--- src/hdl/supervisor_pkg.sv ---
/*
  Package for the reset and watchdog supervisor: timing constants, cycle
  counts and the packed structs that carry the comparator inputs and flags.
  Assumes a 20 MHz system clock; all delays are counted on it.
*/
package supervisor_pkg;

  // ---------------------------------------------------------------------
  // timebase
  // ---------------------------------------------------------------------
  localparam int unsigned CLK_HZ         = 20_000_000;
  localparam int unsigned CLK_PERIOD_NS  = 50;

  // ---------------------------------------------------------------------
  // times as printed, and derived counts
  // ---------------------------------------------------------------------
  localparam int unsigned RESET_PULSE_MS = 200;
  localparam int unsigned RESET_MIN_MS   = 140;
  localparam int unsigned WDOG_TIMEOUT_MS = 1600;
  localparam int unsigned KICK_PULSE_NS  = 50;

  // least times round up
  localparam int unsigned RESET_PULSE_CYC =
    (RESET_PULSE_MS * (CLK_HZ / 1000));
  localparam int unsigned RESET_MIN_CYC =
    (RESET_MIN_MS * (CLK_HZ / 1000));
  localparam int unsigned WDOG_TIMEOUT_CYC =
    (WDOG_TIMEOUT_MS * (CLK_HZ / 1000));
  // a kick pulse of this width still spans one clock edge
  localparam int unsigned KICK_PULSE_CYC =
    (KICK_PULSE_NS + CLK_PERIOD_NS - 1) / CLK_PERIOD_NS;

  localparam int unsigned CNT_W          = 26;

  // ---------------------------------------------------------------------
  // supply trip variants
  // ---------------------------------------------------------------------
  typedef enum logic {trip_4v65, trip_4v40} trip_variant_e;
  localparam int unsigned TRIP_4V65_MV   = 4650;
  localparam int unsigned TRIP_4V40_MV   = 4400;
  localparam int unsigned PF_REF_MV      = 1250;

  // ---------------------------------------------------------------------
  // carriers
  // ---------------------------------------------------------------------
  typedef struct packed {
    logic supply_good;       // vcc above the variant trip level
    logic power_fail_sense;  // 1 while sense input is above reference
  } sense_s;

  typedef struct packed {
    logic level;             // kick pin level when driven
    logic driven;            // 0 while the pin floats
  } kick_s;

endpackage : supervisor_pkg

--- src/hdl/sync_2ff.sv ---
/*
  Two flip-flop synchroniser for a bus of levels.
  Assumes the first stage is read by the second stage only.
*/
`timescale 1ns/1ps
module sync_2ff #(
  parameter int unsigned W         = 1,
  parameter logic [W-1:0] RST_VAL  = '0
) (
  input  wire logic         clk_sys_in,
  input  wire logic         rst_in,
  input  wire logic [W-1:0] d_in,
  output logic      [W-1:0] q_out
);

  logic [W-1:0] meta;

  // two stages; meta feeds q_out and nothing else
  always_ff @(posedge clk_sys_in or posedge rst_in) begin
    if (rst_in) begin
      meta  <= RST_VAL;
      q_out <= RST_VAL;
    end else begin
      meta  <= d_in;
      q_out <= meta;
    end
  end

endmodule : sync_2ff

--- src/hdl/reset_watchdog_supervisor.sv ---
/*
  Reset and watchdog supervisor: reset pulse stretching, manual reset,
  watchdog on the kick input, low-line and power-fail flags.
  Assumes comparator results and kick tri-state detect arrive as digital
  levels; all are synchronised here before use.
*/
// Contract
// - hold reset low while supply is not good.
// - release reset 200ms after supply becomes good.
// - a supply drop asserts reset at once and starts a new pulse.
// - a drop during a running pulse extends it at least 140ms.
// - active-high reset is always the inverse of active-low reset.
// - supply trip level is a build-time variant, 4.65V or 4.40V.
// - no kick transition for 1.6s drives watchdog fault low.
// - watchdog counter held at zero in reset or with kick floating.
// - watchdog counts once reset released and kick is driven.
// - any kick edge clears the watchdog; 50ns pulses seen.
// - low supply drives watchdog fault low regardless of timeout.
// - floating kick leaves watchdog fault as a low-line flag.
// - manual reset low asserts reset.
// - manual reset pulses last at least 140ms, debouncing the switch.
// - power-fail flag low while sense is below 1.25V reference.
// - after timeout, watchdog fault stays low until counter clears.
// - watchdog fault returns high at once when supply is good.
// - reset held 200ms after manual reset returns high.
`timescale 1ns/1ps
module reset_watchdog_supervisor #(
  parameter supervisor_pkg::trip_variant_e TRIP =
    supervisor_pkg::trip_4v65,
  parameter int unsigned RESET_PULSE_CYC = supervisor_pkg::RESET_PULSE_CYC,
  parameter int unsigned RESET_MIN_CYC   = supervisor_pkg::RESET_MIN_CYC,
  parameter int unsigned WDOG_TIMEOUT_CYC = supervisor_pkg::WDOG_TIMEOUT_CYC
) (
  input  wire logic                   clk_sys_in,
  input  wire logic                   rst_in,
  input  wire supervisor_pkg::sense_s sense_in,
  input  wire logic                   manual_reset_n_in,
  input  wire supervisor_pkg::kick_s  watchdog_kick_in,
  output logic                        reset_n_out,
  output logic                        reset_out,
  output logic                        watchdog_fault_n_out,
  output logic                        power_fail_flag_n_out
);

  // ---------------------------------------------------------------------
  // trip level of this build, for reference by integration
  // ---------------------------------------------------------------------
  localparam int unsigned TRIP_MV = (TRIP == supervisor_pkg::trip_4v65) ?
    supervisor_pkg::TRIP_4V65_MV : supervisor_pkg::TRIP_4V40_MV;

  typedef enum logic [1:0] {st_hold, st_pulse, st_run} rst_state_e;

  localparam logic [supervisor_pkg::CNT_W-1:0] PULSE_LAST =
    supervisor_pkg::CNT_W'(RESET_PULSE_CYC - 1);
  localparam logic [supervisor_pkg::CNT_W-1:0] MIN_LAST =
    supervisor_pkg::CNT_W'(RESET_MIN_CYC - 1);
  localparam logic [supervisor_pkg::CNT_W-1:0] WDOG_LAST =
    supervisor_pkg::CNT_W'(WDOG_TIMEOUT_CYC - 1);

  // ---------------------------------------------------------------------
  // input synchronisers
  // ---------------------------------------------------------------------
  supervisor_pkg::sense_s sense;
  supervisor_pkg::kick_s  kick;
  logic                   mr_n;

  // supply starts not good so reset holds through power-up
  sync_2ff #(.W(2), .RST_VAL(2'b01)) u_sync_sense (
    .clk_sys_in (clk_sys_in),
    .rst_in     (rst_in),
    .d_in       (sense_in),
    .q_out      (sense)
  );

  sync_2ff #(.W(3), .RST_VAL(3'b100)) u_sync_pins (
    .clk_sys_in (clk_sys_in),
    .rst_in     (rst_in),
    .d_in       ({manual_reset_n_in, watchdog_kick_in}),
    .q_out      ({mr_n, kick})
  );

  // ---------------------------------------------------------------------
  // reset pulse generator
  // ---------------------------------------------------------------------
  rst_state_e                         state;
  logic [supervisor_pkg::CNT_W-1:0]   rst_cnt;
  logic                               mr_seen;
  logic                               trigger;

  // a drop in supply or a held manual reset keeps the timer reloaded
  assign trigger = !sense.supply_good || !mr_n;

  always_ff @(posedge clk_sys_in or posedge rst_in) begin
    if (rst_in) begin
      state   <= st_hold;
      rst_cnt <= '0;
    end else begin
      case (state)
        st_hold: begin
          // held for as long as the trigger stands
          rst_cnt <= '0;
          if (!trigger) begin
            state <= st_pulse;
          end
        end
        st_pulse: begin
          if (trigger) begin
            // brownout or press mid-pulse: restart, which more than
            // covers the 140ms extension on release of the trigger
            state   <= st_hold;
            rst_cnt <= '0;
          end else if (rst_cnt == PULSE_LAST) begin
            state <= st_run;
          end else begin
            rst_cnt <= rst_cnt + 1'b1;
          end
        end
        default: begin
          if (trigger) begin
            state <= st_hold;
          end
          rst_cnt <= '0;
        end
      endcase
    end
  end

  logic next_reset_n;
  assign next_reset_n = (state == st_run) && !trigger;

  // both polarities from one flop pair updated together
  always_ff @(posedge clk_sys_in or posedge rst_in) begin
    if (rst_in) begin
      reset_n_out <= 1'b0;
      reset_out   <= 1'b1;
    end else begin
      reset_n_out <= next_reset_n;
      reset_out   <= !next_reset_n;
    end
  end

  // ---------------------------------------------------------------------
  // watchdog
  // ---------------------------------------------------------------------
  logic                               kick_prev;
  logic                               kick_edge;
  logic [supervisor_pkg::CNT_W-1:0]   wd_cnt;
  logic                               wd_timeout;
  logic                               wd_hold;

  // kick_prev reads the second stage only; 50ns spans one 50ns edge
  assign kick_edge = kick.driven && (kick.level != kick_prev);
  assign wd_hold   = !reset_n_out || !kick.driven;

  always_ff @(posedge clk_sys_in or posedge rst_in) begin
    if (rst_in) begin
      kick_prev <= 1'b0;
    end else begin
      kick_prev <= kick.level;
    end
  end

  always_ff @(posedge clk_sys_in or posedge rst_in) begin
    if (rst_in) begin
      wd_cnt     <= '0;
      wd_timeout <= 1'b0;
    end else if (wd_hold || kick_edge) begin
      // cleared counter also ends a latched timeout
      wd_cnt     <= '0;
      wd_timeout <= 1'b0;
    end else if (wd_cnt == WDOG_LAST) begin
      wd_timeout <= 1'b1;
    end else begin
      wd_cnt <= wd_cnt + 1'b1;
    end
  end

  // low-line overrides; no minimum width on return
  always_ff @(posedge clk_sys_in or posedge rst_in) begin
    if (rst_in) begin
      watchdog_fault_n_out <= 1'b0;
    end else begin
      // a clear in this cycle ends the fault now, not one cycle late
      watchdog_fault_n_out <= sense.supply_good &&
                              !(!wd_hold && !kick_edge &&
                                (wd_timeout || wd_cnt == WDOG_LAST));
    end
  end

  // ---------------------------------------------------------------------
  // power-fail flag
  // ---------------------------------------------------------------------
  always_ff @(posedge clk_sys_in or posedge rst_in) begin
    if (rst_in) begin
      power_fail_flag_n_out <= 1'b1;
    end else begin
      power_fail_flag_n_out <= sense.power_fail_sense;
    end
  end

  // ---------------------------------------------------------------------
  // checks
  // ---------------------------------------------------------------------
  logic [supervisor_pkg::CNT_W-1:0]   low_cnt;

  // length of the running reset pulse, saturating; read by checks only
  always_ff @(posedge clk_sys_in or posedge rst_in) begin
    if (rst_in) begin
      low_cnt <= '0;
    end else if (reset_n_out) begin
      low_cnt <= '0;
    end else if (low_cnt != '1) begin
      low_cnt <= low_cnt + 1'b1;
    end
  end

  AST_INVERSE: assert property (
    @(posedge clk_sys_in) disable iff (rst_in)
    reset_out == !reset_n_out)
    else $error("reset polarities disagree");

  AST_LOW_SUPPLY_RESET: assert property (
    @(posedge clk_sys_in) disable iff (rst_in)
    !sense.supply_good |=> !reset_n_out)
    else $error("reset released with supply low");

  AST_MR_RESET: assert property (
    @(posedge clk_sys_in) disable iff (rst_in)
    !mr_n |=> !reset_n_out)
    else $error("manual reset ignored");

  // every pulse, bounced press or brownout restart, spans the minimum
  AST_MIN_PULSE: assert property (
    @(posedge clk_sys_in) disable iff (rst_in)
    $rose(reset_n_out) |-> $past(low_cnt) >= MIN_LAST)
    else $error("reset pulse shorter than minimum");

  AST_RELEASE: assert property (
    @(posedge clk_sys_in) disable iff (rst_in)
    $rose(reset_n_out) |-> $past(rst_cnt) == PULSE_LAST)
    else $error("reset released early");

  AST_WD_HELD: assert property (
    @(posedge clk_sys_in) disable iff (rst_in)
    wd_hold |=> wd_cnt == '0)
    else $error("watchdog counted while held");

  AST_WD_LOWLINE: assert property (
    @(posedge clk_sys_in) disable iff (rst_in)
    !sense.supply_good |=> !watchdog_fault_n_out)
    else $error("fault flag high on low supply");

  AST_WD_KICK: assert property (
    @(posedge clk_sys_in) disable iff (rst_in)
    kick_edge && !wd_hold && sense.supply_good
      |=> watchdog_fault_n_out && wd_cnt == '0)
    else $error("kick did not clear watchdog");

  AST_PFO: assert property (
    @(posedge clk_sys_in) disable iff (rst_in)
    ##1 power_fail_flag_n_out == $past(sense.power_fail_sense))
    else $error("power-fail flag wrong");

endmodule : reset_watchdog_supervisor

--- config.mk ---
export PLATFORM = sky130hd
export DESIGN_NAME = reset_watchdog_supervisor
export DESIGN_NICKNAME = d
export VERILOG_FILES = /design/src/hdl/supervisor_pkg.sv /design/src/hdl/sync_2ff.sv /design/src/hdl/reset_watchdog_supervisor.sv
export SDC_FILE = /design/constraint.sdc
export NUM_CORES = 1
export LEC_CHECK = 0
export ABC_AREA = 1
export CORE_UTILIZATION = 30
export CTS_BUF_LIST = sky130_fd_sc_hd__clkbuf_4 sky130_fd_sc_hd__clkbuf_8 sky130_fd_sc_hd__clkbuf_16
export DETAILED_ROUTE_END_ITERATION = 6
export DONT_BUFFER_PORTS = 1
export PLACE_DENSITY = 0.43
export SLEW_MARGIN = 15
export SYNTH_ARGS = -nofsm -noshare
export SYNTH_HDL_FRONTEND = slang
export SYNTH_SLANG_ARGS = --single-unit
export TNS_END_PERCENT = 100
--- constraint.sdc ---
create_clock -name clk_sys_in -period 5.85 [get_ports clk_sys_in]
set_input_delay 1.4625 -clock clk_sys_in [delete_from_list [all_inputs] [get_ports clk_sys_in]]
set_output_delay 1.4625 -clock clk_sys_in [all_outputs]
set_load 0.01 [all_outputs]
==> impl_metrics.env, run 1 <==
export IMPL_power_frac_comb=0.017
export IMPL_number_of_search_and_repair_iterations_in_the_first_detailed_routing_pass=4
export IMPL_setup_viol=0
export IMPL_globalplace_congestion=0.8447
export IMPL_post_synth_fa_ha_maj_area_fraction=0.009245
export IMPL_holdCritPathClass="register to register"
export IMPL_place_area_um2=4274
export IMPL_viasPerCell=4.585
export IMPL_grt_pass1_wl_mm=17.00
export IMPL_insertion_delay_ns=0.34
export IMPL_die_height_um=118.3
export IMPL_worstRegToRegCells=4
export IMPL_hold_depth=0
export IMPL_cells_resized_by_post_cts_repair=0
export IMPL_numClockSinks=70
export IMPL_final_min_period_over_clock_period=0.3997
export IMPL_setup_worst_path_class="register to primary output"
export IMPL_cts_inserted_buffers=9
export IMPL_p_sw_w=0.0002208
export IMPL_first_global_vias=3515
export IMPL_antenna_left=0
export IMPL_synth_simple_gate_area_share=0.4428
export IMPL_p_clk_frac=0.504
export IMPL_arrival_ns=0.88
export IMPL_floorplan_core_area_um2=13240
export IMPL_cts_root_buf="clkbuf_16"
export IMPL_final_min_period_ns=2.338
export IMPL_synth_avg_cell_area_um2=7.263
export IMPL_final_critical_path_setup_slack_ns=3.512
export IMPL_synth_largest_area_cell="dfrtp_1"
export IMPL_dr_total_vias=3434
export IMPL_hold_violations=0
export IMPL_timing_critical_path_required_ns=4.39
export IMPL_timing_fmax_mhz=427.7
export IMPL_drt_drc_violations_left=0
export IMPL_slew_headroom=0.3935
export IMPL_die_x_um=118.3
export IMPL_critical_path_endpoint_type="primary output"
export IMPL_ys_seq_area_frac=0.4333
export IMPL_critical_path_depth=0
export IMPL_detail_route_wl_per_cell_um=13.09
export IMPL_setup_tns_ns=0
export IMPL_power_ir_vdd_worst_uv=106.8
export IMPL_final_cell_mix="160 x nand2_1, 103 x nor2_1, 64 x dfrtp_1"
export IMPL_dpl_hpwl_mm=7.214
export IMPL_pwr_density_cell_nw_per_um2=226.3
export IMPL_synth_top_cell_area_share=0.3945
export IMPL_final_design_area_no_fill_um2=4553
export IMPL_die_area_um2=14000
export IMPL_antenna_found_initial=0
export IMPL_place_ws_ns=3.528
export IMPL_mappedNetlistArea_um2=4060
export IMPL_wl_met1_mm=4.349
export IMPL_final_max_slew_violation_count=0
export IMPL_fin_skew_ns=0.01021
export IMPL_met2_wirelength_mm=5.104
export IMPL_p_int_w=0.0008095
export IMPL_post_cts_repair_setup_buffers=0
export IMPL_total_nets_after_synthesis=569
export IMPL_dominant_combinational_cell_family_by_area_after_synthesis="simple AND/OR/NAND/NOR gates"
export IMPL_routed_wl_mm=9.803
export IMPL_initial_utilization=0.3066
export IMPL_worst_path_max_fanout=1
export IMPL_cts_buffer_depth=2
export IMPL_mostFrequentLayoutCell="nand2_1"
export IMPL_cts_hold_fix_buffers=0
export IMPL_synth_mux_area_frac=0
export IMPL_netlist_instances=559
export IMPL_power_frac_seq=0.479
export IMPL_route_met3_wl_um=253
export IMPL_pin_count_of_the_biggest_net_entering_global_routing=71
export IMPL_rsz0062_at_grt="no"
export IMPL_rows=42
export IMPL_drt_initial_drc_count=122
export IMPL_grt_total_usage=0.1563
export IMPL_nets=578
export IMPL_share_of_final_layout_standard_cells_stronger_than_drive_strength_1=0.1466
export IMPL_num_antenna_cells=0
export IMPL_cts_tree="yes"
export IMPL_ys_warnings_count=0
export IMPL_cellLeakagePower_nw=1.975
export IMPL_top_level_ports=11
export IMPL_synth_seq_cells=70
export IMPL_timing_critical_path_from_type="register"
export IMPL_numPortBuffers=0
export IMPL_synth_top_cells_by_area="dfrtp_1 39%, nand2_1 15%, nor2_1 9.5%"
export IMPL_worstMarginPinSlew_ns=0.9097
export IMPL_outcome="finished clean"
export IMPL_drv_max_cap_violation_count=0
export IMPL_global_route_overflow_total=0
export IMPL_area_growth_syn_to_layout_pct=12.14
export IMPL_clkSlewWorstSetupHoldPaths_ns=0.05
export IMPL_synth_compound_area_share=0.03236
export IMPL_xor_and_xnor_fraction_of_the_mapped_netlist_area=0.01941
export IMPL_maxUsedRoutingLayer="met4"
export IMPL_ctsHtreeMaxLevel=3
export IMPL_post_synth_num_cell_types=28
export IMPL_power_switching_fraction=0.2143
[power by group through the flow]
stage / Clock, W / Combinational [W] / Sequential, W
after floorplan: 0 / 0.0000127 / 0.000501
after global placement: 0 / 0.0000184 / 0.000502
after detailed placement: 0 / 0.0000187 / 0.000502
after CTS: 0.000537 / 0.0000186 / 0.000493
after global routing: 0.000560 / 0.0000207 / 0.000494
final: 0.000519 / 0.0000173 / 0.000493
[cell usage after synthesis, drive strengths merged]
cell and number:
a21oi 14, buf 3, dfrtp 64, dfstp 6
ha 3, inv 64, nand2 177, nand3 49
nand3b 1, nand4 17, nor2 128, nor3 4
o21ai 10, o21bai 1, or2 9, xnor2 2
xor2 7
[state kept, by name, summed over array words and instances, names as in the netlist]
name / count
rst_cnt: 26
wd_cnt: 26
u_sync_pins.meta: 3
u_sync_pins.q_out: 3
state: 2
u_sync_sense.meta: 2
u_sync_sense.q_out: 2
kick_prev: 1
power_fail_flag_n_out: 1
reset_n_out: 1
reset_out: 1
watchdog_fault_n_out: 1
wd_timeout: 1
[through the flow]
step / hold slack, ns / cells / power, W / util
2_1_floorplan: 0.3312 / 559 / 0.0005141 / -
3_3_place_gp: 0.3324 / 733 / 0.0005203 / 0.3228
3_5_place_dp: 0.3372 / 733 / 0.0005206 / 0.3228
4_1_cts: 0.3490 / 749 / 0.001049 / 0.3438
5_1_grt: 0.3627 / 749 / 0.001075 / 0.3438
6_report: 0.3471 / 749 / 0.001030 / 0.3438
[routing by layer]
metal  GRT usage  vias up
met5           0        -
met4     0.04968        0
met3     0.03909        8
met2      0.2820       35
met1      0.1796     1625
li1            -     1766
[final timing paths]
path | start | to | slack [ns]
min in group asynchronous | rst_in | rst_cnt[20] | 1.27
max in group asynchronous | rst_in | u_sync_sense.meta[1] | 3.97
worst min-delay path | u_sync_pins.meta[1] | u_sync_pins.q_out[1] | 0.35
worst max-delay path | reset_out | reset_out | 3.51
worst min register to register | u_sync_pins.meta[1] | u_sync_pins.q_out[1] | 0.35
worst max register to register | u_sync_pins.q_out[2] | state[1] | 3.90
[cell families (layout without fill, tap and decap cells)]
group / count (synthesis) / count (layout)
adders and majority gates: 3 / 3
AOI/OAI and AO/OA: 25 / 25
DFF: 70 / 70
buffers and inverters: 67 / 81
and+or+nand+nor: 385 / 385
xor gates and xnor gates: 9 / 9
[area by class of cell]
type                    instances  area [um2]
clock buffers                  14       269.0
clock inverters                 2       10.01
fillers                      1460        8690
inverters                      64       241.5
multi-input cells             422        2046
flip-flops and latches         70        1759
well taps                     176       220.2
repair buffers                  1       7.507
(Power assumes the default switching activity.)
==> inputs of run 2 (changes only) <==
--- a/config.mk
+++ b/config.mk
@@ -10,7 +10,7 @@
 export CTS_BUF_LIST = sky130_fd_sc_hd__clkbuf_4 sky130_fd_sc_hd__clkbuf_8 sky130_fd_sc_hd__clkbuf_16
 export DETAILED_ROUTE_END_ITERATION = 6
 export DONT_BUFFER_PORTS = 1
-export PLACE_DENSITY = 0.43
+export PLACE_DENSITY = 0.44
 export SLEW_MARGIN = 15
 export SYNTH_ARGS = -nofsm -noshare
 export SYNTH_HDL_FRONTEND = slang
==> constraint.sdc (replaced) <==
create_clock -name clk_sys_in -period 2.1 [get_ports clk_sys_in]
set_input_delay 0.525 -clock clk_sys_in [delete_from_list [all_inputs] [get_ports clk_sys_in]]
set_output_delay 0.525 -clock clk_sys_in [all_outputs]
set_load 0.01 [all_outputs]
==> run 2 against run 1 <==
Net effect: non-clock buffer count is 5 higher; first-iteration DRC count is 43% higher; via count is 1.5% lower; clock power grew to 3.1 times the previous value; hold slack worse by 0.17 ns; core utilization is 0.59 points higher; critical path type is now register to register; largest cell class unchanged; largest power group unchanged.
==> impl_metrics.env, run 2 (synthesis results as in run 1) <==
export IMPL_outcome="finished clean"
export IMPL_final_min_period_ns=1.614
export IMPL_pwr_density_cell_nw_per_um2=653.8
export IMPL_number_of_search_and_repair_iterations_in_the_first_detailed_routing_pass=4
export IMPL_biggestRegsByFlops="rst_cnt x26, wd_cnt x26"
export IMPL_final_min_period_over_clock_period=0.7685
export IMPL_die_height_um=118.3
export IMPL_worstMarginPinSlew_ns=0.3838
export IMPL_setup_viol=0
export IMPL_initial_utilization=0.3066
export IMPL_slew_headroom=0.7421
export IMPL_detail_route_wl_per_cell_um=13.14
export IMPL_final_critical_path_setup_slack_ns=0.4861
export IMPL_nets=583
export IMPL_globalplace_congestion=0.8367
export IMPL_critPathMaxStageDelay_ns=0.42
export IMPL_timing_critical_path_required_ns=2.33
export IMPL_critPathMostFrequentCell="nand3_1"
export IMPL_first_global_vias=3319
export IMPL_hold_path_startpoint="sense_in[0]"
export IMPL_fin_cells=754
export IMPL_worstRegToRegCells=8
export IMPL_top_level_ports=11
export IMPL_ctsHtreeMaxLevel=3
export IMPL_final_cell_mix="160 x nand2_1, 103 x nor2_1, 64 x dfrtp_1"
export IMPL_cts_tree="yes"
export IMPL_numClockSinks=70
export IMPL_antenna_left=0
export IMPL_drv_max_cap_violation_count=0
export IMPL_routed_wl_mm=9.906
export IMPL_place_ws_ns=0.5073
export IMPL_area_growth_syn_to_layout_pct=14.05
export IMPL_worst_r2r_setup_slack_ns=0.49
export IMPL_cts_root_buf="clkbuf_16"
export IMPL_critical_path_endpoint_type="register"
export IMPL_floorplan_core_area_um2=13240
export IMPL_rsz0062_at_grt="no"
export IMPL_share_of_final_layout_standard_cells_stronger_than_drive_strength_1=0.1522
export IMPL_insertion_delay_ns=0.33
export IMPL_grt_pass1_wl_mm=16.62
export IMPL_crit_family="simple AND/OR/NAND/NOR gates"
export IMPL_setup_tns_ns=0
export IMPL_final_max_slew_violation_count=0
export IMPL_critical_path_buf_inv_count=1
export IMPL_final_core_occ=0.3497
export IMPL_final_design_area_no_fill_um2=4631
export IMPL_timing_fmax_mhz=619.6
export IMPL_global_route_overflow_total=0
export IMPL_cts_inserted_buffers=9
export IMPL_drt_drc_violations_left=0
export IMPL_crit_path_top_delay_cell="dfrtp_1"
export IMPL_holdCritPathClass="input pin to register"
export IMPL_hold_depth=0
export IMPL_worst_path_max_fanout=7
export IMPL_numPortBuffers=0
export IMPL_timing_critical_path_from_type="register"
export IMPL_clkSlewWorstSetupHoldPaths_ns=0.06
export IMPL_rr_endpoint="watchdog_fault_n_out"
export IMPL_antenna_found_initial=0
export IMPL_die_area_um2=14000
export IMPL_hold_violations=0
export IMPL_rows=42
export IMPL_viasPerCell=4.488
export IMPL_cp_cell_sequence="ha_1, nand3_1, inv_2, nand2_4, nor2_2, nand3_1, nand2_1, nor2_1"
export IMPL_cells_resized_by_post_cts_repair=0
export IMPL_timing_hold_worst_endpoint="u_sync_sense.meta[0]"
export IMPL_power_ir_vdd_worst_uv=346.8
export IMPL_fin_skew_ns=0.007961
export IMPL_worst_flop_to_flop_path_startpoint="wd_cnt[0]"
export IMPL_setup_worst_path_class="register to register"
export IMPL_drt_initial_drc_count=175
export IMPL_cts_buffer_depth=2
export IMPL_num_antenna_cells=0
export IMPL_grt_total_usage=0.1549
export IMPL_arrival_ns=1.84
export IMPL_cellLeakagePower_nw=2.000
export IMPL_place_area_um2=4307
export IMPL_pin_count_of_the_biggest_net_entering_global_routing=28
export IMPL_place_inst=737
export IMPL_mostFrequentLayoutCell="nand2_1"
export IMPL_die_x_um=118.3
export IMPL_dr_total_vias=3384
export IMPL_dpl_hpwl_mm=7.497
run 2: cell types whose count changed in the layout (fill, tap and decap cells not counted), sizes merged:
cell,previous run,this run
clkinvlp,0,3
inv,63,64
clkbuf,14,12
dlygate4sd3,0,1
bufinv,0,1
buf,1,5
clkinv,3,0
run 2: where the power goes:
group	internal (W)	switching, W	leakage [nW]	total [W]
Combinational	0.0000105	0.0000447	0.914	0.0000552
Sequential	0.00137	0.00000702	0.938	0.00137
Clock	0.00100	0.000596	0.149	0.00160
Total	0.00238	0.000648	2.00	0.00303
run 2: routing by layer:
metal / track usage / vias to the layer above / routed length [um]
met5: 0 / - / 0
met4: 0.06010 / 0 / 221
met3: 0.04054 / 12 / 323
met2: 0.2588 / 46 / 4847
met1: 0.1898 / 1545 / 4514
li1: - / 1781 / -
run 2: through the flow:
step                power, W  hold slack [ns]
finish              0.003027           0.1809
global route        0.003163           0.1568
CTS                 0.003094           0.1628
detailed placement  0.001455           0.3011
global placement    0.001455           0.3014
floorplan           0.001433           0.3312
run 2: how the worst max path moves through the flow:
stage | start | to | slack [ns] | cells after the start
after floorplan | wd_cnt[0] | wd_cnt[11] | 0.72 | 8
final | wd_cnt[0] | watchdog_fault_n_out | 0.49 | 8
after detailed placement | wd_cnt[0] | watchdog_fault_n_out | 0.51 | 8
after CTS | wd_cnt[0] | watchdog_fault_n_out | 0.50 | 8
after global routing | wd_cnt[0] | watchdog_fault_n_out | 0.32 | 8
after global placement | wd_cnt[0] | watchdog_fault_n_out | 0.59 | 8
run 2: layout make-up:
type | instances | area, um2
Tap cell | 176 | 220.2
Multi-Input combinational cell | 422 | 2046
Clock buffer | 12 | 260.3
Fill cell | 1435 | 8612
Inverter | 64 | 244.0
Timing Repair Buffer | 6 | 47.55
Clock inverter | 4 | 53.80
Sequential cell | 70 | 1759
run 2: what timing repair did:
action	CTS	global route
hold buffers	1	0
hold endpoints to repair	3	0
buffers inserted	0	0
==> inputs of run 3 (changes only) <==
==> constraint.sdc (replaced) <==
create_clock -name clk_sys_in -period 1.3 [get_ports clk_sys_in]
set_input_delay 0.325 -clock clk_sys_in [delete_from_list [all_inputs] [get_ports clk_sys_in]]
set_output_delay 0.325 -clock clk_sys_in [all_outputs]
set_load 0.01 [all_outputs]
==> run 3 against run 2 <==
Net effect: largest power group unchanged; critical path type unchanged; core utilization up 8.8 points; fmax increased by 16%; clock skew fell by 0.0016 ns; non-clock buffer count increased by 83; the run now ends with negative setup slack left; sequential share of layout area decreased by 7.3 points; global-route usage grew 1.9 points; routed wire length rose by 14%; die area is the same.
==> impl_metrics.env, run 3 (synthesis results as in run 1) <==
export IMPL_hold_violations=0
export IMPL_mostFrequentLayoutCell="nand2_1"
export IMPL_slew_headroom=0.7523
export IMPL_share_of_final_layout_standard_cells_stronger_than_drive_strength_1=0.3997
export IMPL_worst_r2r_setup_slack_ns=-0.09
export IMPL_pin_count_of_the_biggest_net_entering_global_routing=52
export IMPL_cellLeakagePower_nw=2.547
export IMPL_place_ws_ns=-0.1489
export IMPL_p_sw_w=0.001116
export IMPL_hold_path_startpoint="u_sync_pins.meta[1]"
export IMPL_cts_inserted_buffers=9
export IMPL_clkSlewWorstSetupHoldPaths_ns=0.06
export IMPL_drt_drc_violations_left=0
export IMPL_dpl_hpwl_mm=8.013
export IMPL_power_ir_vdd_worst_uv=502.1
export IMPL_numClockSinks=70
export IMPL_timing_fmax_mhz=720.8
export IMPL_critical_path_endpoint_type="register"
export IMPL_arrival_ns=1.66
export IMPL_grt_total_usage=0.1742
export IMPL_ctsHtreeMaxLevel=3
export IMPL_viasPerCell=4.548
export IMPL_p_clk_frac=0.537
export IMPL_pwr_density_cell_nw_per_um2=870.4
export IMPL_holdCritPathClass="register to register"
export IMPL_global_route_overflow_total=0
export IMPL_antenna_found_initial=0
export IMPL_die_height_um=118.3
export IMPL_worstMarginPinSlew_ns=0.3712
export IMPL_power_frac_comb=0.023
export IMPL_timing_critical_path_required_ns=1.57
export IMPL_grt_pass1_wl_mm=18.71
export IMPL_rr_endpoint="wd_cnt[8]"
export IMPL_globalplace_congestion=0.8632
export IMPL_rsz0062_at_grt="yes"
export IMPL_detail_route_wl_per_cell_um=13.41
export IMPL_power_w=0.005045
export IMPL_power_frac_seq=0.440
export IMPL_worstRegToRegCells=7
export IMPL_hold_depth=0
export IMPL_final_critical_path_setup_slack_ns=-0.08735
export IMPL_cts_root_buf="clkbuf_16"
export IMPL_top_level_ports=11
export IMPL_place_inst=793
export IMPL_initial_utilization=0.3066
export IMPL_worst_flop_to_flop_path_startpoint="wd_cnt[1]"
export IMPL_insertion_delay_ns=0.35
export IMPL_drt_initial_drc_count=153
export IMPL_final_max_slew_violation_count=0
export IMPL_timing_critical_path_from_type="register"
export IMPL_setup_viol=37
export IMPL_nets=668
export IMPL_rows=42
export IMPL_cts_tree="yes"
export IMPL_drv_max_cap_violation_count=0
export IMPL_area_growth_syn_to_layout_pct=42.74
export IMPL_numPortBuffers=0
export IMPL_timing_hold_worst_endpoint="u_sync_pins.q_out[1]"
export IMPL_outcome="finished with violations"
export IMPL_fin_skew_ns=0.006377
export IMPL_worst_path_max_fanout=6
export IMPL_violations_in_the_final_reports="negative setup slack"
export IMPL_routed_wl_mm=11.25
export IMPL_first_global_vias=3884
export IMPL_number_of_search_and_repair_iterations_in_the_first_detailed_routing_pass=4
export IMPL_setup_worst_path_class="register to register"
export IMPL_final_min_period_over_clock_period=1.067
export IMPL_final_min_period_ns=1.387
export IMPL_dr_total_vias=3816
export IMPL_power_switching_fraction=0.2211
export IMPL_num_antenna_cells=0
export IMPL_biggestRegsByFlops="rst_cnt x26, wd_cnt x26"
export IMPL_cts_buffer_depth=2
export IMPL_final_cell_mix="136 x nand2_1, 77 x buf_4, 71 x nor2_1"
export IMPL_p_int_w=0.003929
export IMPL_fin_cells=839
export IMPL_die_x_um=118.3
export IMPL_antenna_left=0
export IMPL_die_area_um2=14000
export IMPL_setup_tns_ns=-1.312
export IMPL_final_core_occ=0.4376
export IMPL_floorplan_core_area_um2=13240
[run 3: how the worst max path moves through the flow]
stage | start | to | cells after the start
3_5_place_dp | rst_cnt[0] | rst_cnt[0] | 8
5_1_grt | wd_cnt[16] | wd_cnt[11] | 7
6_report | wd_cnt[1] | wd_cnt[8] | 7
3_3_place_gp | rst_cnt[0] | rst_cnt[0] | 8
4_1_cts | rst_cnt[0] | rst_cnt[0] | 8
2_1_floorplan | wd_cnt[0] | wd_cnt[11] | 8
[run 3: what timing repair did]
| item | 4_1_cts | 5_1_grt |
|---|---|---|
| gates cloned | 1 | 1 |
| hold endpoints to repair | 69 | 0 |
| resized for setup | 60 | 83 |
| hold buffers | 6 | 0 |
| pin swaps | 24 | 28 |
| endpoints found under the setup margin | 51 | 57 |
| setup buffers | 11 | 11 |
[run 3: power groups by stage]
stage                     Clock (W)  Combinational (W)  Sequential (W)
final                       0.00271           0.000117         0.00222
after detailed placement          0          0.0000986         0.00226
after CTS                   0.00281           0.000120         0.00222
after global routing        0.00289           0.000135         0.00222
after floorplan                   0          0.0000580         0.00226
after global placement            0          0.0000974         0.00226
[run 3: per-stage QoR]
step	instance area [um2]	hold WS [ns]
finish	5796	0.3462
global route	5796	0.3574
CTS	5439	0.3483
detailed placement	4770	0.3008
global placement	4770	0.3002
floorplan	4081	0.3295
[run 3: final cells by class]
cell class	instances	area, um2
fill	1327	7447
multi-input combinational	424	2494
sequential	70	1777
timing repair buffer	89	723.2
inverter	64	257.7
clock buffer	9	225.2
tap	176	220.2
clock inverter	7	98.84
[run 3: worst max-delay path: stages (launching register included)]
cell,delay (ns)
dfrtp_1,0.42
ha_4,0.19
nand3_4,0.08
inv_4,0.09
nand2_8,0.08
nor2_4,0.19
nand3_4,0.13
o21ai_1,0.11
[run 3: per-layer routing]
metal / share of wire / GRT usage / vias to the layer above
li1: - / - / 1955
met1: 0.43 / 0.2034 / 1791
met2: 0.51 / 0.3004 / 47
met3: 0.025 / 0.03282 / 23
met4: 0.028 / 0.09535 / 0
met5: 0 / 0 / -
